[src/iur_pkg.sv]
package iur_pkg;

    // ==========================================================
    // timing
    localparam int CLK_PERIOD_NS = 10;
    localparam int CONNECT_FILTER_TIME_NS = 2500;
    localparam int LSFS_DISCONNECT_TIME_NS = 2500;
    localparam int HS_DISCONNECT_WINDOW_NS = 36;
    localparam int CHIRP_FILTER_TIME_NS = 2500;
    localparam int SUSPEND_GUARD_NS = 20000;
    // least times round up
    localparam int CONNECT_FILTER_CYC =
        (CONNECT_FILTER_TIME_NS + CLK_PERIOD_NS - 1) / CLK_PERIOD_NS;
    localparam int LSFS_DISCONNECT_CYC =
        (LSFS_DISCONNECT_TIME_NS + CLK_PERIOD_NS - 1) / CLK_PERIOD_NS;
    localparam int HS_DISCONNECT_CYC =
        (HS_DISCONNECT_WINDOW_NS + CLK_PERIOD_NS - 1) / CLK_PERIOD_NS;
    localparam int CHIRP_FILTER_CYC =
        (CHIRP_FILTER_TIME_NS + CLK_PERIOD_NS - 1) / CLK_PERIOD_NS;
    localparam int HS_HANDSHAKE_CYC =
        (SUSPEND_GUARD_NS + CLK_PERIOD_NS - 1) / CLK_PERIOD_NS;
    localparam int CNT_W = 12;

    // ==========================================================
    // speeds and states
    typedef enum logic [1:0] {
        IUR_SPD_NONE = 2'b00,
        IUR_SPD_LOW = 2'b01,
        IUR_SPD_FULL = 2'b10,
        IUR_SPD_HIGH = 2'b11
    } iur_speed_e;

    typedef enum logic [2:0] {
        IUR_ST_OFF = 3'b000,
        IUR_ST_IDLE = 3'b001,
        IUR_ST_WAIT_RESET = 3'b010,
        IUR_ST_IN_RESET = 3'b011,
        IUR_ST_CHIRP = 3'b100,
        IUR_ST_LSFS = 3'b101,
        IUR_ST_HS = 3'b110
    } iur_state_e;

    // ==========================================================
    // line samples of one port: comparator results
    typedef struct packed {
        logic plus_high;
        logic minus_high;
        logic plus_low;
        logic minus_low;
    } iur_lines_s;

    // pull-up and termination controls of one port
    typedef struct packed {
        logic pu_plus;
        logic pu_minus;
        logic pd_en;
        logic hs_term;
    } iur_port_ctl_s;

    // chirp forwarding enables
    typedef struct packed {
        logic to_up;
        logic to_down;
    } iur_chirp_s;

endpackage

[src/iur_sync.sv]
`timescale 1ns/100ps
`default_nettype none
module iur_sync #(
    parameter int W = 1
) (
    input wire logic ref_clk_i,
    input wire logic sys_rst_i,
    input wire logic [W-1:0] async_i,
    output logic [W-1:0] level_o
);
    typedef struct packed {
        logic [W-1:0] s1;
        logic [W-1:0] s2;
        logic [W-1:0] s3;
        logic [W-1:0] lvl;
    } iur_sync_s;

    iur_sync_s st;
    iur_sync_s next_st;

    // ==========================================================
    // three stages; change accepted when stages two and three agree
    always_comb begin
        next_st = st;
        next_st.s1 = async_i;
        next_st.s2 = st.s1;
        next_st.s3 = st.s2;
        for (int i = 0; i < W; i++) begin
            if (st.s2[i] == st.s3[i]) begin
                next_st.lvl[i] = st.s3[i];
            end
        end
    end

    always_ff @(posedge ref_clk_i or posedge sys_rst_i) begin
        if (sys_rst_i) begin
            st <= '0;
        end else begin
            st <= next_st;
        end
    end

    assign level_o = st.lvl;
endmodule // iur_sync
`default_nettype wire

[src/iur_timer.sv]
`timescale 1ns/100ps
`default_nettype none
module iur_timer (
    input wire logic ref_clk_i,
    input wire logic sys_rst_i,
    input wire logic cond_i,
    input wire logic [iur_pkg::CNT_W-1:0] limit_i,
    output logic done_o
);
    typedef struct packed {
        logic [iur_pkg::CNT_W-1:0] cnt;
        logic done;
    } iur_timer_s;

    iur_timer_s st;
    iur_timer_s next_st;

    // ==========================================================
    // restarts whenever the qualifying condition breaks
    always_comb begin
        next_st = st;
        if (!cond_i) begin
            next_st.cnt = '0;
            next_st.done = 1'b0;
        end else if (st.cnt < limit_i) begin
            next_st.cnt = st.cnt + 1'b1;
            next_st.done = 1'b0;
        end else begin
            next_st.done = 1'b1;
        end
    end

    always_ff @(posedge ref_clk_i or posedge sys_rst_i) begin
        if (sys_rst_i) begin
            st <= '0;
        end else begin
            st <= next_st;
        end
    end

    assign done_o = st.done;
endmodule // iur_timer
`default_nettype wire

[src/iur_link_fsm.sv]
// Operation
// - low, full and high speed supported; traffic repeated at chosen speed
// - bus activity ignored until all supplies on both sides are up
// - power-good outputs show each side's supplies up
// - first port seeing a pull-up becomes downstream facing
// - new connect on upstream port after disconnect swaps roles
// - downstream pull-downs hold lines low while nothing attached
// - connect only after a line stays high beyond the filter time
// - upstream pull-up mirrors the downstream line found pulled up
// - host resets after connect; speed chosen from pulled-up line then
// - latched low speed kept until power-down or disconnect; code re-chooses speed from pulled-up line at each fresh reset
// - chirps and HS idle forwarded both ways during handshake
// - successful chirp handshake switches speed to high
// - high speed left only on power-down, HS disconnect, or bus reset outside test mode
// - LS/FS disconnect: upstream undriven, both downstream lines low long
// - on LS/FS disconnect release upstream pull-up and await connect
// - in HS sample disconnect detector after transition-free window
// - HS disconnect removes termination on both ports, then disconnected
// - HS test mode entry recognised without external control
// - HS disconnect sampled once the line has been transition-free for 36 ns, rounded up to 4 cycles
`timescale 1ns/100ps
`default_nettype none
module iur_link_fsm (
    input wire logic ref_clk_i,
    input wire logic sys_rst_i,
    input wire logic side_one_supply_ok_i,
    input wire logic side_two_supply_ok_i,
    input wire iur_pkg::iur_lines_s port_a_lines_i,
    input wire iur_pkg::iur_lines_s port_b_lines_i,
    input wire logic port_a_driven_i,
    input wire logic port_b_driven_i,
    input wire logic port_a_chirp_i,
    input wire logic port_b_chirp_i,
    input wire logic hs_transition_i,
    input wire logic hs_disconnect_det_i,
    output logic side_one_power_good_o,
    output logic side_two_power_good_o,
    output iur_pkg::iur_port_ctl_s port_a_ctl_o,
    output iur_pkg::iur_port_ctl_s port_b_ctl_o,
    output iur_pkg::iur_chirp_s chirp_fwd_o,
    output logic [1:0] speed_o,
    output logic a_is_down_o,
    output logic repeat_en_o,
    output logic test_mode_o
);
    // ==========================================================
    // synchronised inputs
    localparam int NSYNC = 16;
    logic [NSYNC-1:0] raw;
    logic [NSYNC-1:0] syn;
    assign raw = {side_one_supply_ok_i, side_two_supply_ok_i,
                  port_a_lines_i, port_b_lines_i, port_a_driven_i,
                  port_b_driven_i, port_a_chirp_i, port_b_chirp_i,
                  hs_transition_i, hs_disconnect_det_i};

    iur_sync #(.W(NSYNC)) u_sync (
        .ref_clk_i(ref_clk_i),
        .sys_rst_i(sys_rst_i),
        .async_i(raw),
        .level_o(syn)
    );

    logic s1_ok;
    logic s2_ok;
    iur_pkg::iur_lines_s a_ln;
    iur_pkg::iur_lines_s b_ln;
    logic a_drv;
    logic b_drv;
    logic a_chirp;
    logic b_chirp;
    logic hs_trans;
    logic hs_disc;
    assign {s1_ok, s2_ok, a_ln, b_ln, a_drv, b_drv, a_chirp, b_chirp,
            hs_trans, hs_disc} = syn;

    // ==========================================================
    // module state
    typedef struct packed {
        iur_pkg::iur_state_e fsm;
        iur_pkg::iur_speed_e spd;
        logic a_down;
        logic plus_up;
        logic s1_good;
        logic s2_good;
        logic test_mode;
        iur_pkg::iur_port_ctl_s a_ctl;
        iur_pkg::iur_port_ctl_s b_ctl;
        iur_pkg::iur_chirp_s fwd;
        logic repeat_en;
    } iur_fsm_s;

    iur_fsm_s st;
    iur_fsm_s next_st;

    // ==========================================================
    // role-relative views
    iur_pkg::iur_lines_s dn_ln;
    iur_pkg::iur_lines_s up_ln;
    logic up_drv;
    logic dn_chirp;
    logic up_chirp;
    logic powered;
    assign dn_ln = st.a_down ? a_ln : b_ln;
    assign up_ln = st.a_down ? b_ln : a_ln;
    assign up_drv = st.a_down ? b_drv : a_drv;
    assign dn_chirp = st.a_down ? a_chirp : b_chirp;
    assign up_chirp = st.a_down ? b_chirp : a_chirp;
    assign powered = s1_ok && s2_ok;

    // ==========================================================
    // timers
    logic a_conn_done;
    logic b_conn_done;
    logic disc_done;
    logic hs_quiet_done;
    logic chirp_done;
    logic hs_wait_done;
    logic up_se0;
    logic dn_se0;
    assign up_se0 = up_ln.plus_low && up_ln.minus_low;
    assign dn_se0 = dn_ln.plus_low && dn_ln.minus_low;

    // connect filter per port
    // idle only, so our own mirrored pull-up never reads as a connect
    iur_timer u_conn_a (
        .ref_clk_i(ref_clk_i),
        .sys_rst_i(sys_rst_i),
        .cond_i(powered && st.fsm == iur_pkg::IUR_ST_IDLE
                && (a_ln.plus_high || a_ln.minus_high)),
        .limit_i(iur_pkg::CNT_W'(iur_pkg::CONNECT_FILTER_CYC)),
        .done_o(a_conn_done)
    );
    iur_timer u_conn_b (
        .ref_clk_i(ref_clk_i),
        .sys_rst_i(sys_rst_i),
        .cond_i(powered && st.fsm == iur_pkg::IUR_ST_IDLE
                && (b_ln.plus_high || b_ln.minus_high)),
        .limit_i(iur_pkg::CNT_W'(iur_pkg::CONNECT_FILTER_CYC)),
        .done_o(b_conn_done)
    );
    iur_timer u_disc (
        .ref_clk_i(ref_clk_i),
        .sys_rst_i(sys_rst_i),
        .cond_i(st.fsm == iur_pkg::IUR_ST_LSFS && !up_drv && dn_se0),
        .limit_i(iur_pkg::CNT_W'(iur_pkg::LSFS_DISCONNECT_CYC)),
        .done_o(disc_done)
    );
    iur_timer u_hs_quiet (
        .ref_clk_i(ref_clk_i),
        .sys_rst_i(sys_rst_i),
        .cond_i(st.fsm == iur_pkg::IUR_ST_HS && !hs_trans),
        .limit_i(iur_pkg::CNT_W'(iur_pkg::HS_DISCONNECT_CYC)),
        .done_o(hs_quiet_done)
    );
    // chirp K filter from downstream starts handshake
    iur_timer u_chirp (
        .ref_clk_i(ref_clk_i),
        .sys_rst_i(sys_rst_i),
        .cond_i(st.fsm == iur_pkg::IUR_ST_IN_RESET && dn_chirp),
        .limit_i(iur_pkg::CNT_W'(iur_pkg::CHIRP_FILTER_CYC)),
        .done_o(chirp_done)
    );
    // bounded handshake; no upstream answer means stay LS/FS
    iur_timer u_hs_wait (
        .ref_clk_i(ref_clk_i),
        .sys_rst_i(sys_rst_i),
        .cond_i(st.fsm == iur_pkg::IUR_ST_CHIRP),
        .limit_i(iur_pkg::CNT_W'(iur_pkg::HS_HANDSHAKE_CYC)),
        .done_o(hs_wait_done)
    );

    // ==========================================================
    // next state
    always_comb begin
        next_st = st;
        next_st.s1_good = s1_ok;
        next_st.s2_good = s2_ok;
        next_st.fwd = '0;
        if (!powered) begin
            next_st.fsm = iur_pkg::IUR_ST_OFF;
            next_st.spd = iur_pkg::IUR_SPD_NONE;
            next_st.a_ctl = '0;
            next_st.b_ctl = '0;
            next_st.repeat_en = 1'b0;
            next_st.test_mode = 1'b0;
        end else begin
            unique case (st.fsm)
                iur_pkg::IUR_ST_OFF: begin
                    next_st.fsm = iur_pkg::IUR_ST_IDLE;
                end
                iur_pkg::IUR_ST_IDLE: begin
                    // pull-downs on both ports while disconnected
                    next_st.a_ctl = '{1'b0, 1'b0, 1'b1, 1'b0};
                    next_st.b_ctl = '{1'b0, 1'b0, 1'b1, 1'b0};
                    next_st.spd = iur_pkg::IUR_SPD_NONE;
                    next_st.repeat_en = 1'b0;
                    next_st.test_mode = 1'b0;
                    // first port with a pull-up is downstream
                    if (a_conn_done || b_conn_done) begin
                        next_st.a_down = a_conn_done;
                        next_st.plus_up = a_conn_done ? a_ln.plus_high
                                                      : b_ln.plus_high;
                        next_st.fsm = iur_pkg::IUR_ST_WAIT_RESET;
                    end
                end
                iur_pkg::IUR_ST_WAIT_RESET: begin
                    if (st.a_down) begin
                        next_st.b_ctl = '{st.plus_up, !st.plus_up, 1'b0,
                                          1'b0};
                    end else begin
                        next_st.a_ctl = '{st.plus_up, !st.plus_up, 1'b0,
                                          1'b0};
                    end
                    // reset start: speed from pulled-up line
                    if (up_se0 && up_drv) begin
                        next_st.spd = dn_ln.plus_high
                            ? iur_pkg::IUR_SPD_FULL : iur_pkg::IUR_SPD_LOW;
                        next_st.repeat_en = 1'b1;
                        next_st.fsm = iur_pkg::IUR_ST_IN_RESET;
                    end
                end
                iur_pkg::IUR_ST_IN_RESET: begin
                    if (chirp_done && st.spd == iur_pkg::IUR_SPD_FULL) begin
                        next_st.fsm = iur_pkg::IUR_ST_CHIRP;
                    end else if (!up_se0) begin
                        next_st.fsm = iur_pkg::IUR_ST_LSFS;
                    end
                end
                iur_pkg::IUR_ST_CHIRP: begin
                    // chirps and HS idle forwarded both ways
                    next_st.fwd.to_up = dn_chirp || dn_se0;
                    next_st.fwd.to_down = up_chirp || up_se0;
                    if (up_chirp && !up_se0 && dn_se0) begin
                        next_st.spd = iur_pkg::IUR_SPD_HIGH;
                        next_st.a_ctl = '{1'b0, 1'b0, 1'b0, 1'b1};
                        next_st.b_ctl = '{1'b0, 1'b0, 1'b0, 1'b1};
                        next_st.fsm = iur_pkg::IUR_ST_HS;
                    end else if (hs_wait_done) begin
                        next_st.fsm = iur_pkg::IUR_ST_LSFS;
                    end
                end
                iur_pkg::IUR_ST_LSFS: begin
                    if (disc_done) begin
                        next_st.fsm = iur_pkg::IUR_ST_IDLE;
                        next_st.repeat_en = 1'b0;
                    end else if (up_se0 && up_drv) begin
                        // fresh reset: speed may be renegotiated
                        next_st.fsm = iur_pkg::IUR_ST_WAIT_RESET;
                    end
                end
                iur_pkg::IUR_ST_HS: begin
                    // HS data with no idle gap marks test mode
                    if (hs_trans && up_drv && !up_se0) begin
                        next_st.test_mode = 1'b1;
                    end
                    // sample detector at end of quiet window
                    if (hs_quiet_done && hs_disc) begin
                        next_st.a_ctl = '{1'b0, 1'b0, 1'b1, 1'b0};
                        next_st.b_ctl = '{1'b0, 1'b0, 1'b1, 1'b0};
                        next_st.fsm = iur_pkg::IUR_ST_IDLE;
                        next_st.repeat_en = 1'b0;
                    end else if (up_se0 && !up_drv && !st.test_mode) begin
                        // reset: drop to FS unless re-handshake
                        next_st.spd = iur_pkg::IUR_SPD_FULL;
                        next_st.a_ctl.hs_term = 1'b0;
                        next_st.b_ctl.hs_term = 1'b0;
                        next_st.fsm = iur_pkg::IUR_ST_IN_RESET;
                    end
                end
                default: begin
                    next_st.fsm = iur_pkg::IUR_ST_OFF;
                end
            endcase
        end
    end

    always_ff @(posedge ref_clk_i or posedge sys_rst_i) begin
        if (sys_rst_i) begin
            st <= '0;
        end else begin
            st <= next_st;
        end
    end

    // ==========================================================
    // outputs, all registered
    // speed steers the repeat path
    assign side_one_power_good_o = st.s1_good;
    assign side_two_power_good_o = st.s2_good;
    assign port_a_ctl_o = st.a_ctl;
    assign port_b_ctl_o = st.b_ctl;
    assign chirp_fwd_o = st.fwd;
    assign speed_o = st.spd;
    assign a_is_down_o = st.a_down;
    assign repeat_en_o = st.repeat_en;
    assign test_mode_o = st.test_mode;
endmodule // iur_link_fsm
`default_nettype wire

[config.mk]
export PLATFORM = sky130hd
export DESIGN_NAME = iur_link_fsm
export DESIGN_NICKNAME = d
export VERILOG_FILES = /design/src/iur_pkg.sv /design/src/iur_sync.sv /design/src/iur_timer.sv /design/src/iur_link_fsm.sv
export SDC_FILE = /design/constraint.sdc
export NUM_CORES = 1
export LEC_CHECK = 0
export ABC_AREA = 0
export BUFFER_PORTS_ARGS = -buffer_cell sky130_fd_sc_hd__buf_2
export CORE_ASPECT_RATIO = 0.8
export CORE_MARGIN = 10
export CORE_UTILIZATION = 30
export CTS_CLUSTER_SIZE = 14
export DETAILED_ROUTE_END_ITERATION = 6
export PLACE_DENSITY_LB_ADDON = 0.25
export SYNTH_ARGS = -nofsm -noshare
export SYNTH_HDL_FRONTEND = slang
export SYNTH_SLANG_ARGS = --single-unit
[constraint.sdc]
create_clock -name ref_clk_i -period 7.1 [get_ports ref_clk_i]
set_clock_uncertainty 0.1 [all_clocks]
set_input_delay 1.42 -clock ref_clk_i [delete_from_list [all_inputs] [get_ports ref_clk_i]]
set_output_delay 1.42 -clock ref_clk_i [all_outputs]
set_load 0.01 [all_outputs]
==> impl_metrics.toml, run 1 <==
[sta]
fin_crit_sh_pct = 41.7
fmax_ghz = 0.338
tightestPinTransition_ps = 920
finalMaxSlewViolations = 0
rsz0062_at_grt = "false"
layout_min_cycle_time_ps = 2960
fin_hold_ws_ps = 249
finalSetupTns_ps = 0
slew_headroom_pct = 38.7
final_hold_viol_count = 0
setup_viol = 0

[critical_path]
regToRegSetupSlack_ps = 4720
crit_arrival_ps = 1440
crit_family = "flip-flops"
crit_fanout = 17
crit_chain = "buf_2"
rr_startpoint = "st[20]"
required_ps = 5580
cp-startpoint = "a_is_down_o"
r2r_cells = 5
crit-reg2reg-capture = "port_b_ctl_o[0]"
cpPeakStageDelay_ps = 750
crit_type = "flop to output port"
critPathCaptureType = "output port"
cp_slowest_cell = "dfrtp_1"
worst-path-buf-inv = 1
startpoint_type = "flop"

[drt]
top_layer = "met4"
antenna_left = 0
vias_per_cell = 4.63
drc = 0
drt-initial-drc-count = 261
vias = 3965
wirelength_mm = 12.4
wl_met3_um = 497
route.met2.wl_mm = 5.82
firstDrtPassIters = 4
detail_route.wl_per_cell_um = 14.5
wl_met1_mm = 5.91

[grt]
grt_pass1_wl_mm = 20.9
grt_max_degree = 89
grt-ovfl-total = 0
antenna_found_initial = 0
grt_pass1_vias = 4057
gr-usage-all-layers_pct = 9.14

[floorplanning]
die_y_um = 153
coreArea_um2 = 21600
num_rows = 48
io_pins = 35
die_x_um = 186
start_util_pct = 30.6
die_area_um2 = 28500

[place]
dp_hpwl_mm = 8.59
placed_area_um2 = 6990
gp_congestion = 0.833
place.port_buffers = 34

[pwr]
p_sw_share_pct = 23.5
peakVddDrop_v = 0.000139
powerDensity_nw_per_um2 = 258
p_leak_uw = 0.00332
power.share.combinational_pct = 4.4
power.switching_uw = 457
p_int_uw = 1490
finalPower_uw = 1950
p_seq_share_pct = 50.4
p_clk_share_pct = 45.1

[clock_network]
insertion_delay_ps = 420
cts.sinks = 163
clk_pin_slew_ps = 60
cts_buffers = 17
cts_setup_buffers = 0
hold_buffers = 0
cts_buffer_depth = 2
cts_tree = "yes"
cts_root_buffer = "clkbuf_16"
htreeDepth = 4
cts-resized-gates = 0

[worst_hold_path]
hold_end = "u_sync.next_st[25]"
hp-class = "flop to flop"
hold_path_startpoint = "u_sync.next_st[41]"
worstHoldPathCells = 0

[yosys]
ys_ff_latch = 163
ys.flop_type = "dfrtp_1"
avgSynthCellArea_um2 = 12.3
synth_cell_types = 74
postSynthCellCount = 538
seq_area_frac_synth_pct = 61.6
synth_edf_count = 0
synthArstFlopShare_pct = 100
synth_area_um2 = 6620
synth_area_leaders = "dfrtp_1, nor2_1, xor2_1"
synth_top_area_share_pct = 61.6
synth_nets = 562
yosysWarnings = 0
yosysTopAreaCell = "dfrtp_1"

[final_layout]
final_cell_area_um2 = 7550
num_antenna_cells = 0
utilization_pct = 34.9
fin_nets = 593
area_growth_pct = 14.1
drive_above_1_share_pct = 17.0
fill_cells = 2144

[outcome]
status = "completed"

[run]
drv_cap = 0
==> layer usage <==
metal	track usage, %	vias to the layer above
li1	-	1925
met1	12.1	1970
met2	13.6	57
met3	2.91	13
met4	3.45	0
met5	0	-
==> cells in the final DEF, fill, tap and decap left out, types with 3 or more instances in the layout <==
master,synthesis,final
o21a_1,3,3
buf_2,4,34
and2_1,14,14
maj3_1,16,16
and3_1,14,14
nand2_1,29,29
nand4_1,9,9
o21ai_1,3,3
a21oi_1,9,9
nand3b_1,5,5
o211ai_1,3,3
a22o_1,9,9
inv_8,0,3
xnor2_1,12,12
or4_4,3,3
a21o_1,3,3
clkbuf_16,0,17
a311oi_2,3,3
or3_1,4,4
nand3_1,14,14
ha_1,6,6
nor2_1,71,71
inv_1,19,18
a31oi_1,6,6
dfrtp_1,163,163
mux2i_1,6,6
clkinvlp_4,0,3
nor3_1,3,3
xor2_1,22,22
nand2b_1,6,6
o21ai_0,7,7
==> Yosys cell counts, types with 12 or more instances <==
library cell / number
and2_1: 14
and3_1: 14
buf_4: 13
dfrtp_1: 163
inv_1: 19
maj3_1: 16
nand2_1: 29
nand3_1: 14
nor2_1: 71
xnor2_1: 12
xor2_1: 22
==> logic make-up (layout without fill, tap and decap cells) <==
logic type                 Yosys count  count (layout)  synth area share, %
xor gates and xnor gates            34              34                 4.50
and+or+nand+nor                    196             196                 15.8
buffers and inverters               42              86                 3.57
adders and majority gates           22              22                 3.55
AOI/OAI and AO/OA                   70              70                 9.14
DFF                                163             163                 61.6
muxes                               11              11                 1.81
==> sequential cells by signal (all words and copies together) (netlist names), 12 cells and up <==
signal          flops
u_hs_wait.st       12
u_chirp.st         12
u_disc.st          12
u_sync.next_st     32
u_conn_a.st        12
u_conn_b.st        12
u_hs_quiet.st      12
u_sync.level_o     16
u_sync.st          16
==> worst max-delay path by stage <==
stage / slack, ps / depth (start not counted) / endpoint
5_1_grt: 4060 / 1 / a_is_down_o
3_3_place_gp: 3940 / 3 / u_sync.next_st[46]
6_report: 4140 / 1 / a_is_down_o
3_5_place_dp: 3860 / 3 / u_conn_a.st[4]
4_1_cts: 4110 / 1 / a_is_down_o
2_1_floorplan: 1180 / 1 / a_is_down_o
==> power groups by stage <==
stage	logic, µW	registers (µW)	clock network (µW)
floorplan	70.6	989	0
global route	98.5	986	947
global placement	86.4	998	0
detailed placement	88.6	999	0
CTS	89.0	982	908
finish	86.4	981	879
==> cell type report <==
| type | instances | area [µm²] | share of cell area [%] |
|---|---|---|---|
| tap | 275 | 344 | 4.55 |
| clock buffer | 20 | 447 | 5.91 |
| multi-input combinational | 333 | 2310 | 30.6 |
| inverter | 19 | 76.3 | 1.01 |
| sequential | 163 | 4080 | 54.0 |
| timing repair buffer | 35 | 178 | 2.35 |
| clock inverter | 12 | 123 | 1.62 |
==> per-stage QoR <==
stage	setup WS, ps	instances
after floorplan	1180	538
after global placement	3940	825
after detailed placement	3860	825
after CTS	4110	857
after global routing	4060	857
final	4140	857
Power figures use the tool's default switching activity.
==> run 2, diff against run 1 <==
==> constraint.sdc (replaced) <==
create_clock -name ref_clk_i -period 2.94 [get_ports ref_clk_i]
set_clock_uncertainty 0.1 [all_clocks]
set_input_delay 0.588 -clock ref_clk_i [delete_from_list [all_inputs] [get_ports ref_clk_i]]
set_output_delay 0.588 -clock ref_clk_i [all_outputs]
set_load 0.01 [all_outputs]
==> impl_metrics.toml, run 2 (synthesis gave the netlist of run 1 again) <==
[outcome]
status = "completed"

[sta]
setup_viol = 0
tightestPinTransition_ps = 927
final_hold_viol_count = 0
fin_crit_sh_pct = 76.2
fmax_ghz = 0.446
rsz0062_at_grt = "false"
layout_min_cycle_time_ps = 2240
finalMaxSlewViolations = 0
slew_headroom_pct = 37.8
setup_ws_ps = 699
finalSetupTns_ps = 0

[place]
dp_hpwl_mm = 8.64
post-place-ws_ps = 701
gp_congestion = 0.836
place.port_buffers = 34

[clock_network]
hold_buffers = 0
cts_buffers = 17
htreeDepth = 4
cts.sinks = 163
clk_pin_slew_ps = 70
insertion_delay_ps = 430
cts_buffer_depth = 2
cts-resized-gates = 0
cts_tree = "yes"
cts_root_buffer = "clkbuf_16"
cts_setup_buffers = 0

[floorplanning]
die_area_um2 = 28500
start_util_pct = 30.6
die_x_um = 186
coreArea_um2 = 21600
die_y_um = 153
io_pins = 35
num_rows = 48

[final_layout]
fill_cells = 2096
utilization_pct = 35.2
num_antenna_cells = 0
final_common_cell = "dfrtp_1"
largest_reg_flops = 32
mostFrequentLayoutCells = "dfrtp_1, nor2_1, buf_2"
drive_above_1_share_pct = 17.5
fin_nets = 594
area_growth_pct = 14.9

[critical_path]
crit_fanout = 17
crit_type = "flop to flop"
cp_slowest_cell = "dfrtp_1"
startpoint_type = "flop"
critPathCaptureType = "flop"
crit_arrival_ps = 2450
cpPeakStageDelay_ps = 720
required_ps = 3150
regToRegSetupSlack_ps = 700
crit_chain = "mux2_4 > a211oi_4 > o21ai_1 > a31oi_1 > mux2_1"

[worst_hold_path]
hp-class = "primary input to flop"

[run]
drv_cap = 0

[drt]
firstDrtPassIters = 4
drt-initial-drc-count = 229
vias = 4030
detail_route.wl_per_cell_um = 14.6
wirelength_mm = 12.6
vias_per_cell = 4.70
drc = 0
antenna_left = 0

[pwr]
powerDensity_nw_per_um2 = 635
p_leak_uw = 0.00335
peakVddDrop_v = 0.000328

[grt]
grt_pass1_vias = 4181
grt_max_degree = 164
grt_pass1_wl_mm = 21.7
antenna_found_initial = 0
grt-ovfl-total = 0
gr-usage-all-layers_pct = 9.54
## run 2: changes by cell type in the layout (fill, tap and decap cells not counted), sizes merged
cell,previous run,this run
buf,35,36
clkbuf,20,17
clkinvlp,3,2
inv,23,27
## run 2: critical path: cells and delay by family, from the launching register on
family,cells,cell delay (ps)
multiplexers,2,700
AO/OA/AOI/OAI,3,600
flip-flops,1,720
## run 2: final cells by class
cell class                      count  area, µm²  area share [%]
Clock inverter                     15        183            2.40
Multi-Input combinational cell    333       2310            30.3
Tap cell                          275        344            4.52
Inverter                           19       75.1           0.986
Clock buffer                       17        425            5.59
Sequential cell                   163       4080            53.6
Timing Repair Buffer               36        198            2.60
## run 2: through the flow
step,total power (µW),cell area [µm²],instances,hold WS [ps]
after floorplan,2560,6630,538,231
after detailed placement,2630,7000,826,235
after global placement,2620,7000,826,235
after CTS,4900,7610,858,137
after global routing,5040,7610,858,129
final,4830,7610,858,159
## run 2: final timing paths
kind | startpoint | end | cells past startpoint
worst max-delay path | a_is_down_o | port_b_ctl_o[0] | 5
worst min-delay path | port_b_lines_i[2] | u_sync.next_st[40] | 1
worst max register to register | a_is_down_o | port_b_ctl_o[0] | 5
worst min register to register | u_sync.next_st[35] | u_sync.next_st[19] | 0
max in group asynchronous | sys_rst_i | u_hs_wait.st[4] | 3
min in group asynchronous | sys_rst_i | u_sync.next_st[47] | 3
## run 2: where the power goes
group	total, µW	leakage (µW)	internal (µW)	switching, µW
logic	213	0.000931	79.5	133
registers	2370	0.00212	2310	58.6
clock network	2250	0.000297	1220	1030
## run 2: routing by layer
layer  global-route usage [%]  wire length, µm  vias to the layer above
li1                         -                -                     1928
met1                     12.4             6000                     2040
met2                     14.5             5960                       54
met3                     3.29              512                        8
met4                     3.03               99                        0
met5                        0                0                        -
